[config.mk]
export PLATFORM = sky130hd
export DESIGN_NAME = sbx_exec_unit
export DESIGN_NICKNAME = d
export VERILOG_FILES = /design/src/design/sbx_pkg.sv /design/src/design/sbx_mem_if.sv /design/src/design/sbx_alu.sv /design/src/design/sbx_mem_port.sv /design/src/design/sbx_exec_unit.sv
export VERILOG_INCLUDE_DIRS = /design/src /design/src/design
export SDC_FILE = /design/constraint.sdc
export NUM_CORES = 1
export LEC_CHECK = 0
export BUFFER_PORTS_ARGS = -buffer_cell sky130_fd_sc_hd__buf_2
export CAP_MARGIN = 20
export CORE_ASPECT_RATIO = 0.75
export CORE_UTILIZATION = 31
export DETAILED_ROUTE_END_ITERATION = 8
export GPL_TIMING_DRIVEN = 0
export REMOVE_ABC_BUFFERS = 1
export SLEW_MARGIN = 10
export SYNTH_ARGS = -nofsm -noshare
export SYNTH_HDL_FRONTEND = slang
export SYNTH_HIERARCHICAL = 1
export SYNTH_SLANG_ARGS = --single-unit
[constraint.sdc]
create_clock -name clk -period 9.85 [get_ports clk]
set_clock_uncertainty 0.2 [all_clocks]
set_input_delay 0.4925 -clock clk [delete_from_list [all_inputs] [get_ports clk]]
set_output_delay 0.4925 -clock clk [all_outputs]
set_load 0.01 [all_outputs]
[src/design/sbx_consts.svh]
// Offsets, field positions, codes and constants of the shift/decimal/dispatch unit
`ifndef SBX_CONSTS_SVH
`define SBX_CONSTS_SVH
// ----------------------------------------------------------------
// Register byte offsets
// ----------------------------------------------------------------
`define SBX_ADDR_AC0 12'h000
`define SBX_ADDR_AC1 12'h004
`define SBX_ADDR_AC2 12'h008
`define SBX_ADDR_AC3 12'h00C
`define SBX_ADDR_STAT 12'h010
`define SBX_ADDR_PC 12'h014
`define SBX_ADDR_EA 12'h018
`define SBX_ADDR_INSTR 12'h01C
`define SBX_ADDR_CMD 12'h020
`define SBX_ADDR_BLOW 12'h024
`define SBX_ADDR_BHIGH 12'h028
`define SBX_ADDR_BENTRY 12'h02C
`define SBX_ADDR_BCOUNT 12'h030
`define SBX_ADDR_P31 12'h034
// ----------------------------------------------------------------
// Field positions
// ----------------------------------------------------------------
`define SBX_ST_CARRY 0
`define SBX_ST_BUSY 1
`define SBX_ST_HALT 2
`define SBX_ST_BAD 3
`define SBX_CMD_OP 3:0
`define SBX_CMD_ACS 5:4
`define SBX_CMD_ACD 7:6
`define SBX_CMD_FUNC 9:8
`define SBX_CMD_DEV 15:10
`define SBX_BMC_DIR_BIT 15
`define SBX_IND_BIT 15
// ----------------------------------------------------------------
// Codes and constants
// ----------------------------------------------------------------
`define SBX_DOUBLE_LOGICAL_SHIFT_OP_PAT 11'h2C8
`define SBX_DEV_CPU 6'h3F
`define SBX_DEV_BMC 6'h05
`define SBX_DEV_MAP 6'h0C
`define SBX_NO_ENTRY 16'hFFFF
`define SBX_LIM_LO_OFS 16'h0002
`define SBX_LIM_HI_OFS 16'h0001
`define SBX_STEP 16'h0001
`define SBX_SKIP 16'h0002
`define SBX_BCD_RADIX 4'hA
`define SBX_SHIFT_MAX 8'h1F
`endif

[src/design/sbx_pkg.sv]
// Types shared by the shift/decimal/dispatch unit
package sbx_pkg;
  typedef enum logic [3:0] {
    OP_NONE = 4'h0, OP_DOUBLE_LOGICAL_SHIFT_OP = 4'h1, OP_DOA = 4'h2, OP_DOB = 4'h3, OP_DOC = 4'h4,
    OP_DSB = 4'h5, OP_TABLE_DISPATCH_OP = 4'h6, OP_DSZ = 4'h7, OP_EXTENDED_DECREMENT_SKIP_ZERO_OP = 4'h8
  } sbx_op_type;
  typedef enum logic [2:0] {
    ST_IDLE = 3'b000, ST_EXEC = 3'b001, ST_RD_LO = 3'b010, ST_RD_HI = 3'b011,
    ST_RD_TAB = 3'b100, ST_RD_IND = 3'b101, ST_DEC_RD = 3'b110, ST_DEC_WR = 3'b111
  } sbx_state_type;
endpackage

[src/design/sbx_mem_if.sv]
// Request/answer carrier between the sequencer and the memory port
`timescale 1ns/1ps
interface sbx_mem_if;
  logic start;
  logic we;
  logic lock;
  logic [15:0] addr;
  logic [15:0] wdata;
  logic [15:0] rdata;
  logic done;
  modport ctl (output start, we, lock, addr, wdata, input rdata, done);
  modport port (input start, we, lock, addr, wdata, output rdata, done);
endinterface

[src/design/sbx_alu.sv]
// Double logical shift and single-digit decimal subtract datapath
`timescale 1ns/1ps
`include "sbx_consts.svh"
module sbx_alu (
  input wire logic [15:0] acs_val,
  input wire logic [15:0] acd_val,
  input wire logic [15:0] acn_val,
  input wire logic carry,
  output logic [15:0] shift_hi,
  output logic [15:0] shift_lo,
  output logic [3:0] bcd_digit,
  output logic bcd_carry
);
  logic signed [7:0] cnt;
  logic [7:0] mag;
  logic [31:0] opnd;
  logic [31:0] res;
  logic [5:0] diff;

  assign cnt = $signed(acs_val[7:0]);
  assign mag = cnt[7] ? 8'(-cnt) : 8'(cnt);
  assign opnd = {acd_val, acn_val};
  assign res = cnt[7] ? (opnd >> mag[4:0]) : (opnd << mag[4:0]);

  always_comb begin
    if (mag > `SBX_SHIFT_MAX) begin
      shift_hi = 16'h0000;
      shift_lo = acn_val;
    end else begin
      shift_hi = res[31:16];
      shift_lo = res[15:0];
    end
  end

  assign diff = {2'b00, acd_val[3:0]} - {2'b00, acs_val[3:0]} - {5'b0_0000, ~carry};
  assign bcd_digit = diff[5] ? 4'(diff[3:0] + `SBX_BCD_RADIX) : diff[3:0];
  assign bcd_carry = ~diff[5];
endmodule // sbx_alu

[src/design/sbx_mem_port.sv]
// Memory port: holds one request until acknowledged, keeps the lock line
`timescale 1ns/1ps
module sbx_mem_port (
  input wire logic clk,
  input wire logic rst_n,
  sbx_mem_if.port mi,
  output logic mem_req,
  output logic mem_we,
  output logic mem_lock,
  output logic [15:0] mem_addr,
  output logic [15:0] mem_wdata,
  input wire logic [15:0] mem_rdata,
  input wire logic mem_ack
);
  logic done_r;
  logic [15:0] rdata_r;

  assign mi.done = done_r;
  assign mi.rdata = rdata_r;

  always_ff @(posedge clk) begin
    if (!rst_n) begin
      mem_lock <= 1'b0;
    end else begin
      mem_lock <= mi.lock;
    end
  end

  always_ff @(posedge clk) begin
    if (!rst_n) begin
      mem_req <= 1'b0;
      mem_we <= 1'b0;
      mem_addr <= 16'h0000;
      mem_wdata <= 16'h0000;
      rdata_r <= 16'h0000;
      done_r <= 1'b0;
    end else begin
      done_r <= 1'b0;
      if (mi.start) begin
        mem_req <= 1'b1;
        mem_we <= mi.we;
        mem_addr <= mi.addr;
        mem_wdata <= mi.wdata;
      end else if (mem_req && mem_ack) begin
        mem_req <= 1'b0;
        rdata_r <= mem_rdata;
        done_r <= 1'b1;
      end
    end
  end
endmodule // sbx_mem_port

[src/design/sbx_exec_unit.sv]
// Execution unit for shift, decimal subtract, output transfers, dispatch, decrement-skip
// Notes on behaviour
// - Shift count is signed bits 0-7 of source; positive left, negative right.
// - Shift operand is destination and next accumulator; three wraps to zero.
// - Shift by count magnitude, zero fill, lost bits dropped, source kept.
// - Count magnitude above 31 clears destination; carry and source kept.
// - Output A copies accumulator to device A buffer, then function on flags.
// - Outputs B and C copy accumulator to matching buffer, function on flags.
// - Output C of accumulator zero to processor code halts execution.
// - Output A to burst channel loads low start address.
// - Output B to burst channel sets direction/high address or first entry.
// - Output C to burst channel sets map entry count.
// - Output B to translator sets physical page for page 31.
// - Decimal subtract low digits with inverted carry, result into low digit.
// - Carry is inverted borrow; source and upper destination bits kept.
// - Dispatch reads lower then upper signed limit ahead of table.
// - Value outside limits falls through to next instruction.
// - Within limits, read table word at address minus lower plus value.
// - All-ones entry falls through; else follow indirection and jump.
// - Decrement-skip reads word, writes it minus one, skips on zero.
`timescale 1ns/1ps
`include "sbx_consts.svh"
module sbx_exec_unit (
  input wire logic clk,
  input wire logic rst_n,
  input wire logic [11:0] paddr,
  input wire logic psel,
  input wire logic penable,
  input wire logic pwrite,
  input wire logic [31:0] pwdata,
  output logic [31:0] prdata,
  output logic pready,
  output logic pslverr,
  output logic mem_req,
  output logic mem_we,
  output logic mem_lock,
  output logic [15:0] mem_addr,
  output logic [15:0] mem_wdata,
  input wire logic [15:0] mem_rdata,
  input wire logic mem_ack,
  output logic io_strobe,
  output logic [1:0] io_buf,
  output logic [5:0] io_dev,
  output logic [1:0] io_func,
  output logic [15:0] io_data,
  output logic halted
);
  import sbx_pkg::*;

  // ----------------------------------------------------------------
  // State
  // ----------------------------------------------------------------
  logic [15:0] ac_r [4];
  logic carry_r;
  logic bad_r;
  logic [15:0] pc_r;
  logic [15:0] ea_r;
  logic [15:0] instr_r;
  sbx_op_type op_r;
  logic [1:0] cacs_r;
  logic [1:0] cacd_r;
  logic [1:0] func_r;
  logic [5:0] dev_r;
  logic [15:0] blow_r;
  logic [15:0] bhigh_r;
  logic [15:0] bentry_r;
  logic [15:0] bcount_r;
  logic [15:0] p31_r;
  sbx_state_type st_r;
  logic [15:0] lim_lo_r;
  logic dec_zero_r;
  logic lock_r;
  logic ms_start_r;
  logic ms_we_r;
  logic [15:0] ms_addr_r;
  logic [15:0] ms_wdata_r;

  sbx_mem_if mi ();

  // ----------------------------------------------------------------
  // APB slave
  // ----------------------------------------------------------------
  logic apb_wr;
  logic apb_idle_wr;
  logic rd_hit;
  logic [31:0] rd_data;

  // Writes land only on the edge that completes the access
  assign apb_wr = psel && penable && pready && pwrite;
  // Busy unit (sequencer out of idle) ignores accumulator, carry and command writes so operands cannot move mid-flight
  assign apb_idle_wr = apb_wr && (st_r == ST_IDLE);

  always_comb begin
    rd_hit = 1'b1;
    rd_data = 32'h0000_0000;
    case (paddr)
      `SBX_ADDR_AC0: rd_data = {16'h0000, ac_r[0]};
      `SBX_ADDR_AC1: rd_data = {16'h0000, ac_r[1]};
      `SBX_ADDR_AC2: rd_data = {16'h0000, ac_r[2]};
      `SBX_ADDR_AC3: rd_data = {16'h0000, ac_r[3]};
      `SBX_ADDR_STAT: rd_data = {28'h000_0000, bad_r, halted, (st_r != ST_IDLE), carry_r};
      `SBX_ADDR_PC: rd_data = {16'h0000, pc_r};
      `SBX_ADDR_EA: rd_data = {16'h0000, ea_r};
      `SBX_ADDR_INSTR: rd_data = {16'h0000, instr_r};
      `SBX_ADDR_CMD: rd_data = {16'h0000, dev_r, func_r, cacd_r, cacs_r, op_r};
      `SBX_ADDR_BLOW: rd_data = {16'h0000, blow_r};
      `SBX_ADDR_BHIGH: rd_data = {16'h0000, bhigh_r};
      `SBX_ADDR_BENTRY: rd_data = {16'h0000, bentry_r};
      `SBX_ADDR_BCOUNT: rd_data = {16'h0000, bcount_r};
      `SBX_ADDR_P31: rd_data = {16'h0000, p31_r};
      default: rd_hit = 1'b0;
    endcase
  end

  always_ff @(posedge clk) begin
    if (!rst_n) begin
      pready <= 1'b0;
      prdata <= 32'h0000_0000;
      pslverr <= 1'b0;
    end else begin
      pready <= psel && penable && !pready;
      prdata <= (psel && penable && !pready && !pwrite) ? rd_data : 32'h0000_0000;
      pslverr <= psel && penable && !pready && !rd_hit;
    end
  end

  // ----------------------------------------------------------------
  // Operand selection
  // ----------------------------------------------------------------
  logic double_logical_shift_op_hit;
  logic [1:0] sel_s;
  logic [1:0] sel_d;
  logic [1:0] sel_n;
  logic [15:0] acv;
  logic [15:0] sh_hi;
  logic [15:0] sh_lo;
  logic [3:0] bcd_dig;
  logic bcd_cy;
  logic exec;
  logic out_op;
  logic halt_cmd;
  logic bmc_hit;
  logic map_hit;

  assign double_logical_shift_op_hit = instr_r[15] && (instr_r[10:0] == `SBX_DOUBLE_LOGICAL_SHIFT_OP_PAT);
  assign sel_s = (op_r == OP_DOUBLE_LOGICAL_SHIFT_OP) ? instr_r[14:13] : cacs_r;
  assign sel_d = (op_r == OP_DOUBLE_LOGICAL_SHIFT_OP) ? instr_r[12:11] : cacd_r;
  assign sel_n = 2'(sel_d + 2'b01);
  assign acv = ac_r[sel_d];
  assign exec = (st_r == ST_EXEC);
  assign out_op = (op_r == OP_DOA) || (op_r == OP_DOB) || (op_r == OP_DOC);
  assign halt_cmd = (op_r == OP_DOC) && (dev_r == `SBX_DEV_CPU) && (cacd_r == 2'b00);
  assign bmc_hit = dev_r == `SBX_DEV_BMC;
  assign map_hit = (dev_r == `SBX_DEV_MAP) && (op_r == OP_DOB);

  sbx_alu u_alu (
    .acs_val(ac_r[sel_s]),
    .acd_val(ac_r[sel_d]),
    .acn_val(ac_r[sel_n]),
    .carry(carry_r),
    .shift_hi(sh_hi),
    .shift_lo(sh_lo),
    .bcd_digit(bcd_dig),
    .bcd_carry(bcd_cy)
  );

  // ----------------------------------------------------------------
  // Accumulators, carry and flags
  // ----------------------------------------------------------------
  always_ff @(posedge clk) begin
    if (!rst_n) begin
      ac_r[0] <= 16'h0000;
      ac_r[1] <= 16'h0000;
      ac_r[2] <= 16'h0000;
      ac_r[3] <= 16'h0000;
    end else if (exec && (op_r == OP_DOUBLE_LOGICAL_SHIFT_OP) && double_logical_shift_op_hit) begin
      // shifted pair written back, source untouched
      ac_r[sel_d] <= sh_hi;
      ac_r[sel_n] <= sh_lo;
    end else if (exec && (op_r == OP_DSB)) begin
      ac_r[sel_d] <= {ac_r[sel_d][15:4], bcd_dig};
    end else if (apb_idle_wr && (paddr[11:4] == 8'h00) && (paddr[1:0] == 2'b00)) begin
      ac_r[paddr[3:2]] <= pwdata[15:0];
    end
  end

  always_ff @(posedge clk) begin
    if (!rst_n) begin
      carry_r <= 1'b0;
    end else if (exec && (op_r == OP_DSB)) begin
      carry_r <= bcd_cy;
    end else if (apb_idle_wr && (paddr == `SBX_ADDR_STAT)) begin
      carry_r <= pwdata[`SBX_ST_CARRY];
    end
  end

  always_ff @(posedge clk) begin
    if (!rst_n) begin
      bad_r <= 1'b0;
    end else if (exec && (op_r == OP_DOUBLE_LOGICAL_SHIFT_OP) && !double_logical_shift_op_hit) begin
      bad_r <= 1'b1;
    end else if (apb_wr && (paddr == `SBX_ADDR_STAT) && pwdata[`SBX_ST_BAD]) begin
      bad_r <= 1'b0;
    end
  end

  always_ff @(posedge clk) begin
    if (!rst_n) begin
      halted <= 1'b0;
    end else if (exec && halt_cmd) begin
      halted <= 1'b1;
    end else if (apb_wr && (paddr == `SBX_ADDR_STAT)) begin
      halted <= pwdata[`SBX_ST_HALT];
    end
  end

  // ----------------------------------------------------------------
  // Command and operand registers
  // ----------------------------------------------------------------
  always_ff @(posedge clk) begin
    if (!rst_n) begin
      ea_r <= 16'h0000;
      instr_r <= 16'h0000;
      op_r <= OP_NONE;
      cacs_r <= 2'b00;
      cacd_r <= 2'b00;
      func_r <= 2'b00;
      dev_r <= 6'h00;
    end else if (apb_idle_wr) begin
      if (paddr == `SBX_ADDR_EA) begin
        ea_r <= pwdata[15:0];
      end
      if (paddr == `SBX_ADDR_INSTR) begin
        instr_r <= pwdata[15:0];
      end
      if (paddr == `SBX_ADDR_CMD) begin
        op_r <= sbx_op_type'(pwdata[`SBX_CMD_OP]);
        cacs_r <= pwdata[`SBX_CMD_ACS];
        cacd_r <= pwdata[`SBX_CMD_ACD];
        func_r <= pwdata[`SBX_CMD_FUNC];
        dev_r <= pwdata[`SBX_CMD_DEV];
      end
    end
  end

  // ----------------------------------------------------------------
  // Burst channel and translator targets
  // ----------------------------------------------------------------
  always_ff @(posedge clk) begin
    if (!rst_n) begin
      blow_r <= 16'h0000;
      bhigh_r <= 16'h0000;
      bentry_r <= 16'h0000;
      bcount_r <= 16'h0000;
      p31_r <= 16'h0000;
    end else if (exec && bmc_hit) begin
      if (op_r == OP_DOA) begin
        blow_r <= acv;
      end
      // top bit picks direction/high address or first entry
      if (op_r == OP_DOB && acv[`SBX_BMC_DIR_BIT]) begin
        bhigh_r <= acv;
      end
      if (op_r == OP_DOB && !acv[`SBX_BMC_DIR_BIT]) begin
        bentry_r <= acv;
      end
      if (op_r == OP_DOC) begin
        bcount_r <= acv;
      end
    end else if (exec && map_hit) begin
      p31_r <= acv;
    end
  end

  // ----------------------------------------------------------------
  // I/O bus output transfers
  // ----------------------------------------------------------------
  always_ff @(posedge clk) begin
    if (!rst_n) begin
      io_strobe <= 1'b0;
      io_buf <= 2'b00;
      io_dev <= 6'h00;
      io_func <= 2'b00;
      io_data <= 16'h0000;
    end else begin
      io_strobe <= 1'b0;
      // accumulator to buffer A/B/C, function with it
      if (exec && out_op && !halt_cmd && !bmc_hit && !map_hit) begin
        io_strobe <= 1'b1;
        io_buf <= 2'(op_r - OP_DOA);
        io_dev <= dev_r;
        io_func <= func_r;
        io_data <= acv;
      end
    end
  end

  // ----------------------------------------------------------------
  // Sequencer
  // ----------------------------------------------------------------
  assign mi.start = ms_start_r;
  assign mi.we = ms_we_r;
  assign mi.lock = lock_r;
  assign mi.addr = ms_addr_r;
  assign mi.wdata = ms_wdata_r;

  always_ff @(posedge clk) begin
    if (!rst_n) begin
      st_r <= ST_IDLE;
      pc_r <= 16'h0000;
      lim_lo_r <= 16'h0000;
      dec_zero_r <= 1'b0;
      lock_r <= 1'b0;
      ms_start_r <= 1'b0;
      ms_we_r <= 1'b0;
      ms_addr_r <= 16'h0000;
      ms_wdata_r <= 16'h0000;
    end else begin
      ms_start_r <= 1'b0;
      case (st_r)
        ST_IDLE: begin
          if (apb_wr && (paddr == `SBX_ADDR_CMD) && !halted) begin
            st_r <= ST_EXEC;
          end else if (apb_wr && (paddr == `SBX_ADDR_PC)) begin
            pc_r <= pwdata[15:0];
          end
        end
        ST_EXEC: begin
          if (op_r == OP_TABLE_DISPATCH_OP) begin
            st_r <= ST_RD_LO;
            ms_start_r <= 1'b1;
            ms_we_r <= 1'b0;
            ms_addr_r <= ea_r - `SBX_LIM_LO_OFS;
          end else if (op_r == OP_DSZ || op_r == OP_EXTENDED_DECREMENT_SKIP_ZERO_OP) begin
            st_r <= ST_DEC_RD;
            lock_r <= 1'b1;
            ms_start_r <= 1'b1;
            ms_we_r <= 1'b0;
            ms_addr_r <= ea_r;
          end else begin
            st_r <= ST_IDLE;
            pc_r <= pc_r + `SBX_STEP;
          end
        end
        ST_RD_LO: begin
          if (mi.done) begin
            lim_lo_r <= mi.rdata;
            st_r <= ST_RD_HI;
            ms_start_r <= 1'b1;
            ms_addr_r <= ea_r - `SBX_LIM_HI_OFS;
          end
        end
        ST_RD_HI: begin
          if (mi.done) begin
            if ($signed(acv) < $signed(lim_lo_r) || $signed(acv) > $signed(mi.rdata)) begin
              st_r <= ST_IDLE;
              pc_r <= pc_r + `SBX_STEP;
            end else begin
              st_r <= ST_RD_TAB;
              ms_start_r <= 1'b1;
              ms_addr_r <= ea_r - lim_lo_r + acv;
            end
          end
        end
        ST_RD_TAB, ST_RD_IND: begin
          if (mi.done) begin
            if (st_r == ST_RD_TAB && mi.rdata == `SBX_NO_ENTRY) begin
              st_r <= ST_IDLE;
              pc_r <= pc_r + `SBX_STEP;
            end else if (mi.rdata[`SBX_IND_BIT]) begin
              st_r <= ST_RD_IND;
              ms_start_r <= 1'b1;
              ms_addr_r <= {1'b0, mi.rdata[14:0]};
            end else begin
              st_r <= ST_IDLE;
              pc_r <= mi.rdata;
            end
          end
        end
        ST_DEC_RD: begin
          if (mi.done) begin
            st_r <= ST_DEC_WR;
            dec_zero_r <= (mi.rdata == `SBX_STEP);
            ms_start_r <= 1'b1;
            ms_we_r <= 1'b1;
            ms_wdata_r <= mi.rdata - `SBX_STEP;
          end
        end
        ST_DEC_WR: begin
          if (mi.done) begin
            st_r <= ST_IDLE;
            lock_r <= 1'b0;
            ms_we_r <= 1'b0;
            pc_r <= pc_r + (dec_zero_r ? `SBX_SKIP : `SBX_STEP);
          end
        end
        default: st_r <= ST_IDLE;
      endcase
    end
  end

  sbx_mem_port u_mem (
    .clk(clk),
    .rst_n(rst_n),
    .mi(mi.port),
    .mem_req(mem_req),
    .mem_we(mem_we),
    .mem_lock(mem_lock),
    .mem_addr(mem_addr),
    .mem_wdata(mem_wdata),
    .mem_rdata(mem_rdata),
    .mem_ack(mem_ack)
  );

  logic do_shift;
  logic [15:0] acs_v;
  assign do_shift = exec && (op_r == OP_DOUBLE_LOGICAL_SHIFT_OP) && double_logical_shift_op_hit;
  assign acs_v = ac_r[sel_s];
endmodule // sbx_exec_unit

# == Yosys cells after proc, flatten, opt, wreduce, memory -nomap -nowiden ==
# Memory sizes are Yosys's and may differ from the RTL's.
# Cells that the tools add are included.
# classes
eq_ne,51
n_mux,92
reduce_logical,85
magnitude_cmp,3
shift,2
n_bitwise,6
add_sub_neg,13
# ops
cell,n
2-to-1 mux 16 bit,24
case mux 16 bit (14 select lines),1
case mux 16 bit (5 select lines),1
"equality test 12 x 6 -> 1 bit, second input constant",6
case mux 16 bit (4 select lines),1
"equality test 12 x 5 -> 1 bit, second input constant",4
OR reduction 16 bit,3
2-to-1 mux 1 bit,41
logical AND 1 bit,34
2-to-1 mux 3 bit,11
2-to-1 mux 32 bit,1
left shift 32 x 5 -> 32 bit,1
>> shifter 32 x 5 -> 32 bit,1
"subtractor 16 x 1 -> 16 bit, second input constant",2
"equality test 12 x 4 -> 1 bit, second input constant",2
AND reduction 2 bit,12
case mux 3 bit (7 select lines),1
"!= test 2 x 1 -> 1 bit, second input constant",9
"adder 16 x 1 -> 16 bit, second input constant",1
adder 16 bit,1
adder 16 x 2 -> 16 bit,1
"equality test 16 x 1 -> 1 bit, second input constant",1
"equality test 16 bit, second input constant",1
"equality test 4 x 3 -> 1 bit, second input constant",4
other kinds (49),88
# totals
ff_bits,315
n_memories,1
wordCells,292
inputBits,66
mem_bits_rw,64
output_inout_bits,97
# memory_table
name,depth,width,rd,rd_ports_with_merged_regs,wr,line_no,source
ac_r,4,16,7,0,4,sbx_exec_unit.sv:53,logic [15:0] ac_r [4];

# == Longest topological paths before layout ==
# logic_depth
depth_word,13
ltp_mapped,22
depth_no_buf,18

# == Hierarchy ==
# The synthesis kept the hierarchy.
# by_module_without_submodules
module,cells_each,instances,area_per_inst_um2
sbx_exec_unit,2208,1,18625.4
sbx_alu,525,1,4066.4
sbx_mem_port,184,1,1968.1

# == Worst setup path before layout ==
# OpenSTA, ideal clock, no wires.
# synth_timing
path_type,register to register
startpoint,reg op_r[1]
endpoint,"mem ac_r[3][15], data pin"
path_buffers,6
t_arrival_ns,5.134
path_slack_ns,4.250
stages_incl_launch_ff,20
required_time_ns,9.383
path_cell_list,dfxtp_1 -> buf_2 -> nor4b_4 -> mux2i_1 -> mux4_2 -> buf_4 -> buf_4 -> inv_1 -> buf_2 -> ha_1 -> mux2i_1 -> buf_4 -> buf_4 -> mux4_2 -> nand2_1 -> o211ai_1 -> a32o_1 -> a222oi_1 -> nand2b_1 -> o21ai_0
# synth_rtl
element,line_no,source
"start, declared",sbx_exec_unit.sv:59,sbx_op_type op_r;
"start signal, assigned",sbx_exec_unit.sv:237,op_r <= sbx_op_type'(pwdata[`SBX_CMD_OP]);
"end, declared",sbx_exec_unit.sv:53,

==> impl_metrics.ini <==
[routing]
drt_pre_antenna_iters = 8
viasPerCell = 6.01
route.detailed.drc = 0
route.final.wire_length_um = 102000
iteration_0_drc_markers = 3899
wire_per_inst_um = 25.4
route.antenna.remaining_nets = 0
num_vias = 24000

[global_route]
busiest_layer = met1
antenna_violations_before_repair = 9
groute.layer.met2.usage = 0.342
use_met3 = 0.0841
first_global_vias = 21600
grt_first_pass_wirelength_um = 148000
grt_remaining_overflow = 0
globalRouteTotalUtil = 0.245
met1_usage = 0.349
grt_start_max_net_pins = 121

[run]
drv_cap = 0

[cells_and_area]
final_common_cell = sky130_fd_sc_hd__nand2_1
instances_no_fill = 3991
nNetsFinal = 3074
number_of_inserted_filler_cells_in_the_final_layout = 7903
layout-drive-gt1-share = 0.134
layout.cells.most_common_list = sky130_fd_sc_hd__nand2_1 (557), sky130_fd_sc_hd__dfxtp_1 (297), sky130_fd_sc_hd__a21oi_1 (237)
syn2layout_area_growth_pct = 13.7

[die]
starting_density_of_the_core = 0.316
area_of_the_die_um2 = 80100
design.core.area_um2 = 77500
floorplan.rows = 88
die_height_um = 245
die_width_um = 326
num_io_pins = 163

[placed_design]
dpl_worst_slack_ns = 1.34
post-place-cells = 3896
hpwlAfterDp_um = 72600
portbufs = 130
place_congestion = 0.984

[synthesis]
synthesis.area_per_instance_um2 = 8.42
yosys_warnings = 6
cell_count_after_synthesis = 2909
syn_area_um2 = 24500

[clocking]
clk-insertion-delay-late_ns = 0.59
cts_repair_resize_count = 0
tritoncts_num_sinks = 363
clock_tree.htree_level_count = 2
cts_tree = done
cts.clk_slew.worst_paths_ns = 0.07
cts_buffer_depth = 3
cts_setup_buffers = 0
cts_root_buffer = sky130_fd_sc_hd__clkbuf_16
cts_inserted_buffers = 39

[setup_path]
crit_family = multiplexers
reg2reg_from = op_r[0]
crit_path_cell_trace = nor4b_4, mux2i_2, buf_6, mux4_4, inv_1, ha_1, mux2i_4, buf_16, buf_16, mux2i_1, mux2i_1, nand2_1, nand3_1, a2111oi_1, a21oi_1, o21ai_0, inv_1, o31ai_1
criticalPathCategory = flip-flop to flip-flop
critPathMaxFanout = 32
critical_path.endpoint_type = flip-flop
critPathLaunchType = flip-flop
crit_arrival_ns = 9.14
worstPathRequired_ns = 10.04
cp_slowest_stage_delay_ns = 1.06
critical_path.n_buffers_inverters = 5
critical_path_s_slowest_cell = sky130_fd_sc_hd__a2111oi_1
critical_path.startpoint = op_r[0]

[timing]
finalSetupViolations = 0
grt_setup_unrepaired = false
relSlewSlack = 0.162
tmin_final_ns = 8.95
finalHoldViolations = 0
worst_slew_pin_slew_ns = 1.25
peak_freq_ghz = 0.112
postLayoutSetupSlackWorst_ns = 0.901
layout_worst_path_cycle_share = 0.909
maxSlewViolCount = 0

[hold_path]
worst_hold_startpoint = penable
hold_path.class = primary input to flip-flop

[outcome]
outcome = finished clean

[pwr]
leakagePower_nw = 9.72
power_density_nw_per_um2 = 126
ir_drop_mv = 0.108
==> area by class of cell <==
cell class	instances	area, um^2	share of cell area
tap	1035	1290	0.0465
inverter	86	330	0.0119
clock buffer	52	1110	0.0397
antenna	4	10.0	0.000360
sequential	363	7910	0.284
multi-input combinational	2232	15400	0.552
timing repair buffer	201	1590	0.0573
clock inverter	18	219	0.00787
==> flip-flops by register name (all words and copies together) (netlist names), 3 cells and up <==
name and flops:
bhigh_r 16, st_r 3, u_mem/mem_addr 16, u_mem/mi.rdata 16, ea_r 16, io_dev 6, prdata 16, u_mem/mem_wdata 16
dev_r 6, bentry_r 16, instr_r 16, io_data 16, mi.wdata 16, lim_lo_r 16, op_r 4, ac_r 64
blow_r 16, bcount_r 16, mi.addr 16, p31_r 16, pc_r 16
==> power breakdown <==
group / total [W] / switching, W / internal (W)
sequential: 0.00153 / 0.0000112 / 0.00152
combinational: 0.000411 / 0.000268 / 0.000143
clock: 0.00158 / 0.000681 / 0.000900
total: 0.00352 / 0.000960 / 0.00256
==> metal layers <==
layer / up-vias / routed length, um
met2: 1641 / 40000
met3: 219 / 14900
met1: 11500 / 43100
li1: 10600 / -
met5: - / 51
met4: 8 / 3510
==> worst min-delay path: cells and delay by family <==
| kind | cells | cell delay (ns) |
|---|---|---|
| buffers and inverters | 2 | 0.15 |
| AND/OR/NAND/NOR | 1 | 0.13 |
==> path summary, 6_finish.rpt <==
path	slack, ns	cells past startpoint	endpoint
hold / removal	0.04	3	pready
setup / recovery	0.90	18	ac_r[2][0]
setup reg to reg	0.90	18	ac_r[2][0]
hold reg to reg	0.25	2	p31_r[15]
==> per-stage QoR <==
| step | utilization | hold WS, ns | TNS (ns) | power (W) | instance area, um^2 |
|---|---|---|---|---|---|
| 3_5_place_dp | 0.339 | 0.243 | 0 | 0.00195 | 26300 |
| 6_report | 0.359 | 0.0353 | 0 | 0.00352 | 27800 |
| 5_1_grt | 0.359 | 0.0440 | 0 | 0.00361 | 27800 |
| 3_3_place_gp | 0.327 | 0.238 | -196.05 | 0.00193 | 25400 |
| 4_1_cts | 0.358 | 0.0134 | 0 | 0.00352 | 27800 |
| 2_1_floorplan | - | 0.231 | 0 | 0.00179 | 23400 |
==> repair_timing <==
action | CTS | global route
setup endpoints to repair | 0 | 0
hold buffers | 16 | 0
endpoints found under the hold margin | 16 | 0
Power figures use the tool's default switching activity.
